<file path="config.mk">
export PLATFORM = sky130hd
export DESIGN_NAME = tsf_frame_builder
export DESIGN_NICKNAME = d
export VERILOG_FILES = /design/src/tsf_pkg.sv /design/src/tsf_frame_builder.sv
export SDC_FILE = /design/constraint.sdc
export NUM_CORES = 2
export LEC_CHECK = 0
export ABC_AREA = 1
export BUFFER_PORTS_ARGS = -buffer_cell sky130_fd_sc_hd__buf_4
export CAP_MARGIN = 20
export CORE_AREA = 2 2 413 415
export CTS_CLUSTER_SIZE = 8
export DETAILED_ROUTE_END_ITERATION = 12
export DIE_AREA = 0 0 415 417
export PLACE_DENSITY = 0.42
export SYNTH_ARGS = -nofsm -noshare
export SYNTH_HDL_FRONTEND = slang
export SYNTH_SLANG_ARGS = --single-unit
</file>
<file path="constraint.sdc">
create_clock -name ref_clk_i -period 3.71 [get_ports ref_clk_i]
set_clock_uncertainty 0.15 [all_clocks]
set_input_delay 0.9275 -clock ref_clk_i [delete_from_list [all_inputs] [get_ports ref_clk_i]]
set_output_delay 0.9275 -clock ref_clk_i [all_outputs]
set_load 0.005 [all_outputs]
</file>
<file path="src/tsf_pkg.sv">
package tsf_pkg;

  //////////////////////////////////////////////////////////////////////////////
  // Frame identities and value block sizes
  localparam logic [6:0]  TSF_BEACON_ID     = 7'h00;
  localparam logic [6:0]  TSF_WAYPOINT_ID   = 7'h01;
  localparam logic [6:0]  TSF_BEACON_LEN    = 7'h45;   // 69 bytes
  localparam logic [6:0]  TSF_WAYPOINT_LEN  = 7'h35;   // 53 bytes
  localparam int          TSF_MAX_BITS      = 552;     // 69 bytes of 8 bits
  localparam int          TSF_WP_BITS       = 424;     // 53 bytes of 8 bits

  //////////////////////////////////////////////////////////////////////////////
  // Register offsets and control fields
  localparam logic [7:0]  TSF_REG_CTRL      = 8'h00;
  localparam logic [7:0]  TSF_REG_STATUS    = 8'h04;
  localparam logic [7:0]  TSF_REG_FRAMES    = 8'h08;
  localparam int          TSF_CTRL_BEACON   = 0;
  localparam int          TSF_CTRL_WAYPOINT = 1;
  localparam logic [1:0]  TSF_CTRL_RESET    = 2'h0;
  localparam logic [15:0] TSF_FRAMES_RESET  = 16'h0000;

  //////////////////////////////////////////////////////////////////////////////
  // Field codes and limits
  localparam logic [7:0]  TSF_INV8          = 8'hFF;
  localparam logic [15:0] TSF_INV16         = 16'hFFFF;
  localparam logic [3:0]  TSF_INV4          = 4'hF;
  localparam logic [31:0] TSF_SHORT_FILL    = 32'hFFFFFFFF;
  localparam logic signed [15:0] TSF_FREQ_MIN = -16'sd30000;
  localparam logic signed [15:0] TSF_FREQ_MAX = 16'sd31000;
  localparam logic signed [15:0] TSF_DBM_MIN  = -16'sd150;
  localparam logic signed [15:0] TSF_DBM_MAX  = 16'sd104;
  localparam logic [15:0] TSF_DBM_BIAS      = 16'h0096;  // 150
  localparam logic [15:0] TSF_ANGLE_MAX     = 16'h0E0F;  // 3599
  localparam logic [15:0] TSF_DIST_MAX      = 16'h270F;  // 9999
  localparam logic [15:0] TSF_COUNTRY_MAX   = 16'h03E7;  // 999
  localparam logic [15:0] TSF_SERIAL_MAX    = 16'h3FFF;  // 16383
  localparam logic [3:0]  TSF_CAT_LAST      = 4'h4;      // test beacon
  localparam logic [3:0]  TSF_PROTO_LAST    = 4'h3;      // user location

  //////////////////////////////////////////////////////////////////////////////
  // Records
  typedef struct packed {
    logic [7:0] year;
    logic [7:0] month;
    logic [7:0] day;
    logic [7:0] hour;
    logic [7:0] minute;
    logic [7:0] second;
  } tsf_date_t;

  typedef struct packed {
    logic [7:0] hour;
    logic [7:0] minute;
    logic [7:0] second;
  } tsf_hms_t;

  typedef struct packed {
    logic [7:0]         index;
    logic [7:0]         count;
    logic               self_test;
    logic               manual_offset;
    logic               auto_offset;
    logic               pdf2_valid;
    logic               dist_nm;
    logic               pos_valid;
    logic [127:0]       message;      // bit 17 of the message at bit 127
    logic               short_msg;
    logic [59:0]        beacon_hex_identifier;
    tsf_date_t          first_seen;
    tsf_date_t          last_seen;
    logic [31:0]        latitude;     // IEEE single precision
    logic [31:0]        longitude;
    logic signed [15:0] freq_offset;
    logic signed [15:0] dbm;
    logic               dbm_valid;
    logic [15:0]        msg_counter;
    logic [15:0]        bearing;
    logic [15:0]        distance;
    logic [15:0]        course_deviation;
    tsf_hms_t           elapsed_time_to_target;
    tsf_hms_t           arrival_time_at_target;
    logic [15:0]        country;
    logic [3:0]         category;
    logic [3:0]         protocol;
    logic [15:0]        serial;
  } tsf_beacon_t;

  typedef struct packed {
    logic [7:0]   index;
    logic [7:0]   count;
    logic         dist_nm;
    logic         pos_valid;
    logic [79:0]  name;               // first character in bits 79:72
    logic [159:0] info;
    logic [31:0]  latitude;
    logic [31:0]  longitude;
    logic [15:0]  bearing;
    logic [15:0]  distance;
    logic [15:0]  course_deviation;
    tsf_hms_t     elapsed_time_to_target;
    tsf_hms_t     arrival_time_at_target;
  } tsf_waypoint_t;

  typedef struct packed {
    logic [6:0] frame_id;
    logic       first;
    logic       last;
    logic [7:0] data;
  } tsf_byte_t;

  typedef enum logic [0:0] {
    TSF_ST_IDLE = 1'b0,
    TSF_ST_SEND = 1'b1
  } tsf_state_t;

endpackage

</file>
<file path="src/tsf_frame_builder.sv">
// Design decisions made here: the register offsets and strobed register access.
`timescale 1ns/1ps
`default_nettype none

// Overview of operation
// - Beacon frame has identifier zero and a 69-byte value block.
// - Bytes 3-18 carry message bits 17-144; short message ends in ones.
// - Bytes 19-26 carry the hex identifier right aligned, top nibble zero.
// - Bytes 27-32 first detection date and time, 0xFF when out of range.
// - Bytes 33-38 last detection date and time, same layout and codes.
// - Bytes 39-42 beacon latitude as a 32-bit float.
// - Bytes 43-46 beacon longitude as a 32-bit float.
// - Bytes 47-48 signed frequency offset, limited to -30000..31000 Hz.
// - Byte 49 is dBm plus 150, 255 when invalid.
// - Bytes 50-51 message counter, all ones means invalid.
// - Bearing and course 0..3599, distance 0..9999, else 0xFFFF.
// - Bytes 58-60 elapsed time hours, minutes, seconds, 0xFF invalid.
// - Bytes 61-63 arrival time hours, minutes, seconds, 0xFF invalid.
// - Bytes 64-65 country code 0..999, else all ones.
// - Byte 66 high nibble beacon category, unused codes become 15.
// - Byte 66 low nibble protocol, unused codes become 15.
// - Bytes 67-68 serial number 1..16383, else all ones.
// - Waypoint frame has identifier one, 53 bytes, index and count first.
// - Waypoint status byte: bits 7-2 zero, unit bit, position valid bit.
// - Name and info text restricted to allowed characters, zero padded.
// - Waypoint position floats then bearing, distance, course as beacon.
// - Waypoint elapsed and arrival times, 0xFF invalid.
// - Every multi-byte field leaves most significant byte first.
// - Beacon status bit 1 selects kilometres or nautical miles.
// - A zero total count leaves every other byte without meaning.
module tsf_frame_builder
  import tsf_pkg::*;
(
  // Clock and reset
  input  wire logic          ref_clk_i,
  input  wire logic          resetn_i,
  // Register port
  input  wire logic [7:0]    reg_addr_i,
  input  wire logic [31:0]   reg_wdata_i,
  input  wire logic          reg_we_i,
  input  wire logic          reg_re_i,
  output logic      [31:0]   reg_rdata_o,
  // Target records
  input  wire tsf_beacon_t   beacon_i,
  input  wire tsf_waypoint_t waypoint_i,
  // Byte stream towards the packet layer
  output logic               tx_valid_o,
  input  wire logic          tx_ready_i,
  output tsf_byte_t          tx_o
);

  //////////////////////////////////////////////////////////////////////////////
  // Field conditioning helpers

  // Byte field within a range, otherwise the invalid code
  function automatic logic [7:0] rng8(input logic [7:0] v, input logic [7:0] lo,
                                      input logic [7:0] hi);
    rng8 = (v >= lo && v <= hi) ? v : TSF_INV8;
  endfunction

  // Word field within a range, otherwise the invalid code
  function automatic logic [15:0] rng16(input logic [15:0] v, input logic [15:0] lo,
                                        input logic [15:0] hi);
    rng16 = (v >= lo && v <= hi) ? v : TSF_INV16;
  endfunction

  // Calendar date and time; UTC offset is already applied by the source
  function automatic tsf_date_t date_fix(input tsf_date_t d);
    tsf_date_t r;
    r.year   = rng8(d.year,   8'h00, 8'h63);
    r.month  = rng8(d.month,  8'h01, 8'h0C);
    r.day    = rng8(d.day,    8'h01, 8'h1F);
    r.hour   = rng8(d.hour,   8'h00, 8'h17);
    r.minute = rng8(d.minute, 8'h00, 8'h3B);
    r.second = rng8(d.second, 8'h00, 8'h3B);
    date_fix = r;
  endfunction

  // Hours, minutes, seconds
  function automatic tsf_hms_t hms_fix(input tsf_hms_t t);
    tsf_hms_t r;
    r.hour   = rng8(t.hour,   8'h00, 8'h17);
    r.minute = rng8(t.minute, 8'h00, 8'h3B);
    r.second = rng8(t.second, 8'h00, 8'h3B);
    hms_fix = r;
  endfunction

  // Text byte: disallowed characters become a space so alignment holds
  function automatic logic [7:0] txt_fix(input logic [7:0] c);
    logic ok;
    ok = (c == 8'h00) || (c == 8'h20) || (c >= 8'h2D && c <= 8'h39) ||
         (c >= 8'h41 && c <= 8'h5A);
    txt_fix = ok ? c : 8'h20;
  endfunction

  //////////////////////////////////////////////////////////////////////////////
  // Beacon value block assembly

  wire logic [127:0] bc_msg = beacon_i.short_msg ?
                              {beacon_i.message[127:32], TSF_SHORT_FILL} : beacon_i.message;

  wire logic [63:0]  bc_hex = {4'h0, beacon_i.beacon_hex_identifier};

  wire logic [7:0]   bc_status = {2'b00, beacon_i.self_test, beacon_i.manual_offset,
                                  beacon_i.auto_offset, beacon_i.pdf2_valid,
                                  beacon_i.dist_nm, beacon_i.pos_valid};

  wire tsf_date_t    bc_first = date_fix(beacon_i.first_seen);
  wire tsf_date_t    bc_last  = date_fix(beacon_i.last_seen);

  wire logic signed [15:0] bc_freq = (beacon_i.freq_offset < TSF_FREQ_MIN) ? TSF_FREQ_MIN :
                                     (beacon_i.freq_offset > TSF_FREQ_MAX) ? TSF_FREQ_MAX :
                                     beacon_i.freq_offset;

  wire logic         bc_dbm_ok  = beacon_i.dbm_valid && (beacon_i.dbm >= TSF_DBM_MIN) &&
                                  (beacon_i.dbm <= TSF_DBM_MAX);
  wire logic [15:0]  bc_dbm_sum = beacon_i.dbm + TSF_DBM_BIAS;
  wire logic [7:0]   bc_dbm     = bc_dbm_ok ? bc_dbm_sum[7:0] : TSF_INV8;

  wire logic [15:0]  bc_bear = rng16(beacon_i.bearing, 16'h0000, TSF_ANGLE_MAX);
  wire logic [15:0]  bc_dist = rng16(beacon_i.distance, 16'h0000, TSF_DIST_MAX);
  wire logic [15:0]  bc_cdev = rng16(beacon_i.course_deviation, 16'h0000, TSF_ANGLE_MAX);

  wire tsf_hms_t     bc_eet = hms_fix(beacon_i.elapsed_time_to_target);
  wire tsf_hms_t     bc_eta = hms_fix(beacon_i.arrival_time_at_target);

  wire logic [15:0]  bc_ctry   = rng16(beacon_i.country, 16'h0000, TSF_COUNTRY_MAX);
  wire logic [15:0]  bc_serial = rng16(beacon_i.serial, 16'h0001, TSF_SERIAL_MAX);

  wire logic [3:0]   bc_cat   = (beacon_i.category <= TSF_CAT_LAST) ? beacon_i.category
                                                                    : TSF_INV4;
  wire logic [3:0]   bc_proto = (beacon_i.protocol <= TSF_PROTO_LAST) ? beacon_i.protocol
                                                                      : TSF_INV4;

  // byte 0 at the top, fields most significant byte first
  wire logic [TSF_MAX_BITS-25:0] bc_body = {
    bc_msg, bc_hex, bc_first, bc_last,
    beacon_i.latitude,
    beacon_i.longitude,
    bc_freq, bc_dbm,
    beacon_i.msg_counter,
    bc_bear, bc_dist, bc_cdev, bc_eet, bc_eta, bc_ctry,
    bc_cat, bc_proto, bc_serial
  };

  // empty database clears everything after the count
  wire logic         bc_empty = (beacon_i.count == 8'h00);
  wire logic [TSF_MAX_BITS-1:0] bc_block = bc_empty ?
    {beacon_i.index, 8'h00, {(TSF_MAX_BITS-16){1'b0}}} :
    {beacon_i.index, beacon_i.count, bc_status, bc_body};

  //////////////////////////////////////////////////////////////////////////////
  // Waypoint value block assembly

  // status byte, upper bits held at zero
  wire logic [7:0]   wp_status = {6'b000000, waypoint_i.dist_nm, waypoint_i.pos_valid};

  // text filtering, one byte lane per character
  logic [79:0]       wp_name;
  logic [159:0]      wp_info;
  for (genvar g = 0; g < 10; g++)
  begin : g_name
    assign wp_name[g*8 +: 8] = txt_fix(waypoint_i.name[g*8 +: 8]);
  end
  for (genvar g = 0; g < 20; g++)
  begin : g_info
    assign wp_info[g*8 +: 8] = txt_fix(waypoint_i.info[g*8 +: 8]);
  end

  // navigation fields with beacon units and codes
  wire logic [15:0]  wp_bear = rng16(waypoint_i.bearing, 16'h0000, TSF_ANGLE_MAX);
  wire logic [15:0]  wp_dist = rng16(waypoint_i.distance, 16'h0000, TSF_DIST_MAX);
  wire logic [15:0]  wp_cdev = rng16(waypoint_i.course_deviation, 16'h0000, TSF_ANGLE_MAX);

  wire tsf_hms_t     wp_eet = hms_fix(waypoint_i.elapsed_time_to_target);
  wire tsf_hms_t     wp_eta = hms_fix(waypoint_i.arrival_time_at_target);

  // waypoint block, left justified in the shared shifter
  wire logic         wp_empty = (waypoint_i.count == 8'h00);
  wire logic [TSF_WP_BITS-1:0] wp_full = {
    waypoint_i.index, waypoint_i.count, wp_status, wp_name, wp_info,
    waypoint_i.latitude, waypoint_i.longitude, wp_bear, wp_dist, wp_cdev, wp_eet, wp_eta
  };
  wire logic [TSF_WP_BITS-1:0] wp_sel = wp_empty ?
    {waypoint_i.index, 8'h00, {(TSF_WP_BITS-16){1'b0}}} : wp_full;
  wire logic [TSF_MAX_BITS-1:0] wp_block = {wp_sel, {(TSF_MAX_BITS-TSF_WP_BITS){1'b0}}};

  //////////////////////////////////////////////////////////////////////////////
  // Register decode

  tsf_state_t        state_q;
  tsf_state_t        state_d;
  logic [1:0]        pend_q;
  logic [1:0]        pend_d;
  logic [15:0]       frames_q;
  logic [6:0]        left_q;
  logic [6:0]        len_q;
  logic [6:0]        id_q;
  logic [TSF_MAX_BITS-1:0] shift_q;
  logic [31:0]       rdata_q;

  wire logic         wr_ctrl   = reg_we_i && (reg_addr_i == TSF_REG_CTRL);
  wire logic         rd_ctrl   = reg_addr_i == TSF_REG_CTRL;
  wire logic         rd_status = reg_addr_i == TSF_REG_STATUS;
  wire logic         rd_frames = reg_addr_i == TSF_REG_FRAMES;
  wire logic         busy      = (state_q == TSF_ST_SEND);

  // Unmapped addresses read as zero
  wire logic [31:0]  rd_mux =
    rd_ctrl   ? {30'h0, pend_q} :
    rd_status ? {16'h0, 1'b0, left_q, 1'b0, id_q} | {31'h0, busy} << 31 :
    rd_frames ? {16'h0, frames_q} : 32'h0;

  //////////////////////////////////////////////////////////////////////////////
  // Sequencing

  // Beacon frames go before waypoint frames when both are pending
  wire logic         start_bc = !busy && pend_q[TSF_CTRL_BEACON];
  wire logic         start_wp = !busy && !pend_q[TSF_CTRL_BEACON] &&
                                pend_q[TSF_CTRL_WAYPOINT];
  wire logic         take     = busy && tx_ready_i;
  wire logic         done     = take && (left_q == 7'h01);

  // A request written in the cycle it is taken stays pending: set wins
  always_comb
  begin
    pend_d = pend_q;
    if (start_bc)
      pend_d[TSF_CTRL_BEACON] = 1'b0;
    if (start_wp)
      pend_d[TSF_CTRL_WAYPOINT] = 1'b0;
    if (wr_ctrl)
      pend_d = pend_d | reg_wdata_i[1:0];
  end

  // Idle until a request, send until the last byte is accepted
  always_comb
  begin
    state_d = state_q;
    unique case (state_q)
      TSF_ST_IDLE:
        if (start_bc || start_wp)
          state_d = TSF_ST_SEND;
      TSF_ST_SEND:
        if (done)
          state_d = TSF_ST_IDLE;
    endcase
  end

  // Control registers
  always_ff @(posedge ref_clk_i or negedge resetn_i)
  begin
    if (!resetn_i)
    begin
      state_q  <= TSF_ST_IDLE;
      pend_q   <= TSF_CTRL_RESET;
      frames_q <= TSF_FRAMES_RESET;
      rdata_q  <= 32'h0;
    end
    else
    begin
      state_q  <= state_d;
      pend_q   <= pend_d;
      frames_q <= done ? frames_q + 16'h0001 : frames_q;
      rdata_q  <= reg_re_i ? rd_mux : 32'h0;
    end
  end

  // Snapshot of the record, shifted out one byte per accepted beat.
  // Latching at start keeps a frame coherent while the source updates.
  always_ff @(posedge ref_clk_i or negedge resetn_i)
  begin
    if (!resetn_i)
    begin
      shift_q <= '0;
      left_q  <= 7'h00;
      len_q   <= 7'h00;
      id_q    <= 7'h00;
    end
    else if (start_bc)
    begin
      shift_q <= bc_block;
      left_q  <= TSF_BEACON_LEN;
      len_q   <= TSF_BEACON_LEN;
      id_q    <= TSF_BEACON_ID;
    end
    else if (start_wp)
    begin
      shift_q <= wp_block;
      left_q  <= TSF_WAYPOINT_LEN;
      len_q   <= TSF_WAYPOINT_LEN;
      id_q    <= TSF_WAYPOINT_ID;
    end
    else if (take)
    begin
      shift_q <= {shift_q[TSF_MAX_BITS-9:0], 8'h00};
      left_q  <= left_q - 7'h01;
    end
  end

  //////////////////////////////////////////////////////////////////////////////
  // Outputs

  assign reg_rdata_o      = rdata_q;
  assign tx_valid_o       = busy;
  assign tx_o.frame_id    = id_q;
  assign tx_o.data        = shift_q[TSF_MAX_BITS-1 -: 8];
  assign tx_o.first       = busy && (left_q == len_q);
  assign tx_o.last        = busy && (left_q == 7'h01);

endmodule

`default_nettype wire

</file>
==> results.cfg <==
[critical_path]
worstPathMaxFanout = 6
start_kind = flop
crit_family = flip-flops
crit_path_end_kind = output pin
max_stage_delay_ns = 0.55
worst-endpoint-required_ns = 2.63
critPathBufInv = 2
critical_path_arrival_ns = 2.16
crit_path_top_delay_cell = sky130_fd_sc_hd__dfrtp_1
worst-setup-path-type = flop to output pin
crit_path_cell_trace = inv_2 > a211oi_1 > o2111ai_1 > nor3_1 > buf_4

[detailed_routing]
postRouteWirelength_um = 191000
total_number_of_vias = 36300
drt-vias-per-instance = 4.74
route.antenna.remaining_nets = 0
drt_pass1_iterations = 6
drt_iter0_markers = 2898
detail_route.wl_per_cell_um = 24.9
post-route-drc-count = 0

[synthesis]
synth_enable_flop_cells = 0
yosysUniqueCellTypes = 47
ys_warn_count = 0
netlist_area_um2 = 33300
synth_commonest_cells = sky130_fd_sc_hd__nand2_1 (1297), sky130_fd_sc_hd__dfrtp_1 (598), sky130_fd_sc_hd__nand3_1 (449), sky130_fd_sc_hd__o21ai_0 (351), sky130_fd_sc_hd__a22oi_1 (288)
yosysTopAreaCell = sky130_fd_sc_hd__dfrtp_1
synth_top_flop_cell = sky130_fd_sc_hd__dfrtp_1
synth.yosys.seq_area_share_pct = 44.9
synth_area_leaders = sky130_fd_sc_hd__dfrtp_1 (45%), sky130_fd_sc_hd__nand2_1 (15%), sky130_fd_sc_hd__nand3_1 (6.7%)
yosysTopAreaCellShare_pct = 44.9
synth_seq_cells = 598
most_common_cell_in_the_synthesized_netlist = sky130_fd_sc_hd__nand2_1
avgSynthCellArea_um2 = 7.53
async_reset_ff_share_pct = 100
post_synth_inst_count = 4424

[place]
port_buffers = 1017
finalWeightedCongestion = 0.935
dp.final_hpwl_um = 152000

[global_routing]
first_global_vias = 36100
grt_pass1_wl_um = 268000
global_route.overflow_total = 0
antenna_found_initial = 73
grtUsageTotal_pct = 21.2
pin_count_of_the_biggest_net_entering_global_routing = 157

[floorplan]
row_count = 151
fp.dieArea_um2 = 173000
initial_utilization_pct = 19.8
die_h_um = 417
boundaryPins = 1069
chipWidth_um = 415
placeableCoreArea_um2 = 169000

[clocking]
post_cts_resized = 0
cts_clk_pin_slew_worst_paths_ns = 0.05
clk_root_buffer_cell = sky130_fd_sc_hd__clkbuf_16
post_cts_buffers = 0
clock-sinks = 598
insertion_delay_ns = 0.72
ctsHtreeMaxLevel = 3
cts_tree = built
ctsLongestPathBuffers = 3
cts_hold_repair.buffers = 0
numCtsBuffers = 88

[power_and_ir_drop]
report.power.total_mw = 26.7
worst_ir_drop_vdd_mv = 0.413
total_leakage_power_nw = 22.3
power-per-cell-area_nw_per_um2 = 578

[timing]
finalSetupTns_ns = 0
finalCriticalPeriod_ns = 3.24
clock.fmax_mhz = 309
final_hold_violation_count = 0
worst_slew_pin_slew_ns = 0.975
grt_setup_unrepaired = false
layout_worst_path_cycle_share_pct = 87.2
timing.final.max_slew_violations = 0
final-setup-viol-count = 0
slew_headroom_pct = 34.4

[cells_and_area]
fin_util_pct = 27.4
area_growth_pct = 38.8
share_of_layout_cells_above_drive_strength_1_pct = 23.7
finish.net_count = 6404

[run_status]
run_status = complete, no violations

[flow_run]
max_cap_viols = 0

[hold_path]
worst_hold_path_type = input pin to asynchronous set/reset pin
## metal layers
metal  track usage [%]  up-vias  wire [um]
met1              26.7    17900      81100
met3              3.55      247       8450
li1                  -    17100          -
met2              36.8     1024      96500
met4              6.85       22       4810
met5                 0        -        137
## registers in the layout (all words and copies together), names as in the netlist
name,cells
tx_valid_o,1
reg_rdata_o,17
left_q,7
len_q,3
pend_q,2
shift_q,552
frames_q,16
## layout make-up
| type | instances | area [um2] |
|---|---|---|
| clock buffers | 108 | 2300 |
| well taps | 2218 | 2780 |
| fillers | 18700 | 122000 |
| diodes | 36 | 90.1 |
| multi-input cells | 3282 | 16000 |
| repair buffers | 1121 | 8760 |
| clock inverters | 10 | 205 |
| inverters | 289 | 1110 |
| flip-flops and latches | 598 | 15000 |
## cells by family after synthesis
kind of cell,after synthesis,synth area share (%)
adders and majority gates,5,0.188
and+or+nand+nor,2285,29.6
DFF,598,44.9
buffers and inverters,564,7.19
AOI/OAI and AO/OA,950,17.5
xor gates and xnor gates,20,0.526
muxes,1,0.0301
other,1,0.0113
## cell usage in the layout, fill, tap and decap left out, types with 11 or more instances in the layout
master	instances
sky130_fd_sc_hd__buf_4	1093
sky130_fd_sc_hd__a22oi_1	288
sky130_fd_sc_hd__diode_2	36
sky130_fd_sc_hd__a31oi_1	23
sky130_fd_sc_hd__inv_1	283
sky130_fd_sc_hd__clkbuf_1	18
sky130_fd_sc_hd__a21oi_1	172
sky130_fd_sc_hd__dfrtp_1	598
sky130_fd_sc_hd__o21bai_1	11
sky130_fd_sc_hd__buf_12	27
sky130_fd_sc_hd__o21ai_0	351
sky130_fd_sc_hd__nand3_1	449
sky130_fd_sc_hd__nand4_1	191
sky130_fd_sc_hd__o211ai_1	29
sky130_fd_sc_hd__nor2_1	238
sky130_fd_sc_hd__xor2_1	17
sky130_fd_sc_hd__or2_2	52
sky130_fd_sc_hd__nor3_1	34
sky130_fd_sc_hd__nand2_1	1296
sky130_fd_sc_hd__o2111ai_1	11
sky130_fd_sc_hd__clkbuf_16	88
sky130_fd_sc_hd__conb_1	21
sky130_fd_sc_hd__a41oi_1	18
## worst paths after layout
| kind | from | cells after the start | slack [ns] | end |
|---|---|---|---|---|
| setup reg to reg | tx_valid_o$_DFF_PN0_ | 8 | 0.77 | shift_q[407]$_DFFE_PN0P_ |
| max in group asynchronous | resetn_i | 3 | 2.33 | shift_q[47]$_DFFE_PN0P_ |
| min in group ref_clk_i | beacon_i[538] | 3 | 0.27 | shift_q[532]$_DFFE_PN0P_ |
| setup / recovery | tx_valid_o$_DFF_PN0_ | 5 | 0.47 | tx_o[9] |
| hold / removal | resetn_i | 1 | 0.12 | shift_q[106]$_DFFE_PN0P_ |
| hold reg to reg | shift_q[223]$_DFFE_PN0P_ | 2 | 0.31 | shift_q[231]$_DFFE_PN0P_ |
## per-stage QoR
step / setup WS [ns] / area [um2] / hold WS (ns) / instances
finish: 0.475 / 46200 / 0.120 / 7662
global route: 0.277 / 46200 / 0.0938 / 7659
CTS: 0.366 / 46200 / 0.0684 / 7626
detailed placement: 0.589 / 43600 / 0.320 / 7508
global placement: 0.585 / 43600 / 0.313 / 7508
floorplan: 1.34 / 33400 / 0.298 / 4444
## report_power, final
group	leakage, nW	switching (mW)	internal, mW
Combinational	13.4	4.66	3.50
Clock	1.21	3.33	4.35
Sequential	7.63	1.84	9.05
Total	22.3	9.83	16.9
No activity file was read; power rests on OpenSTA's default activity.
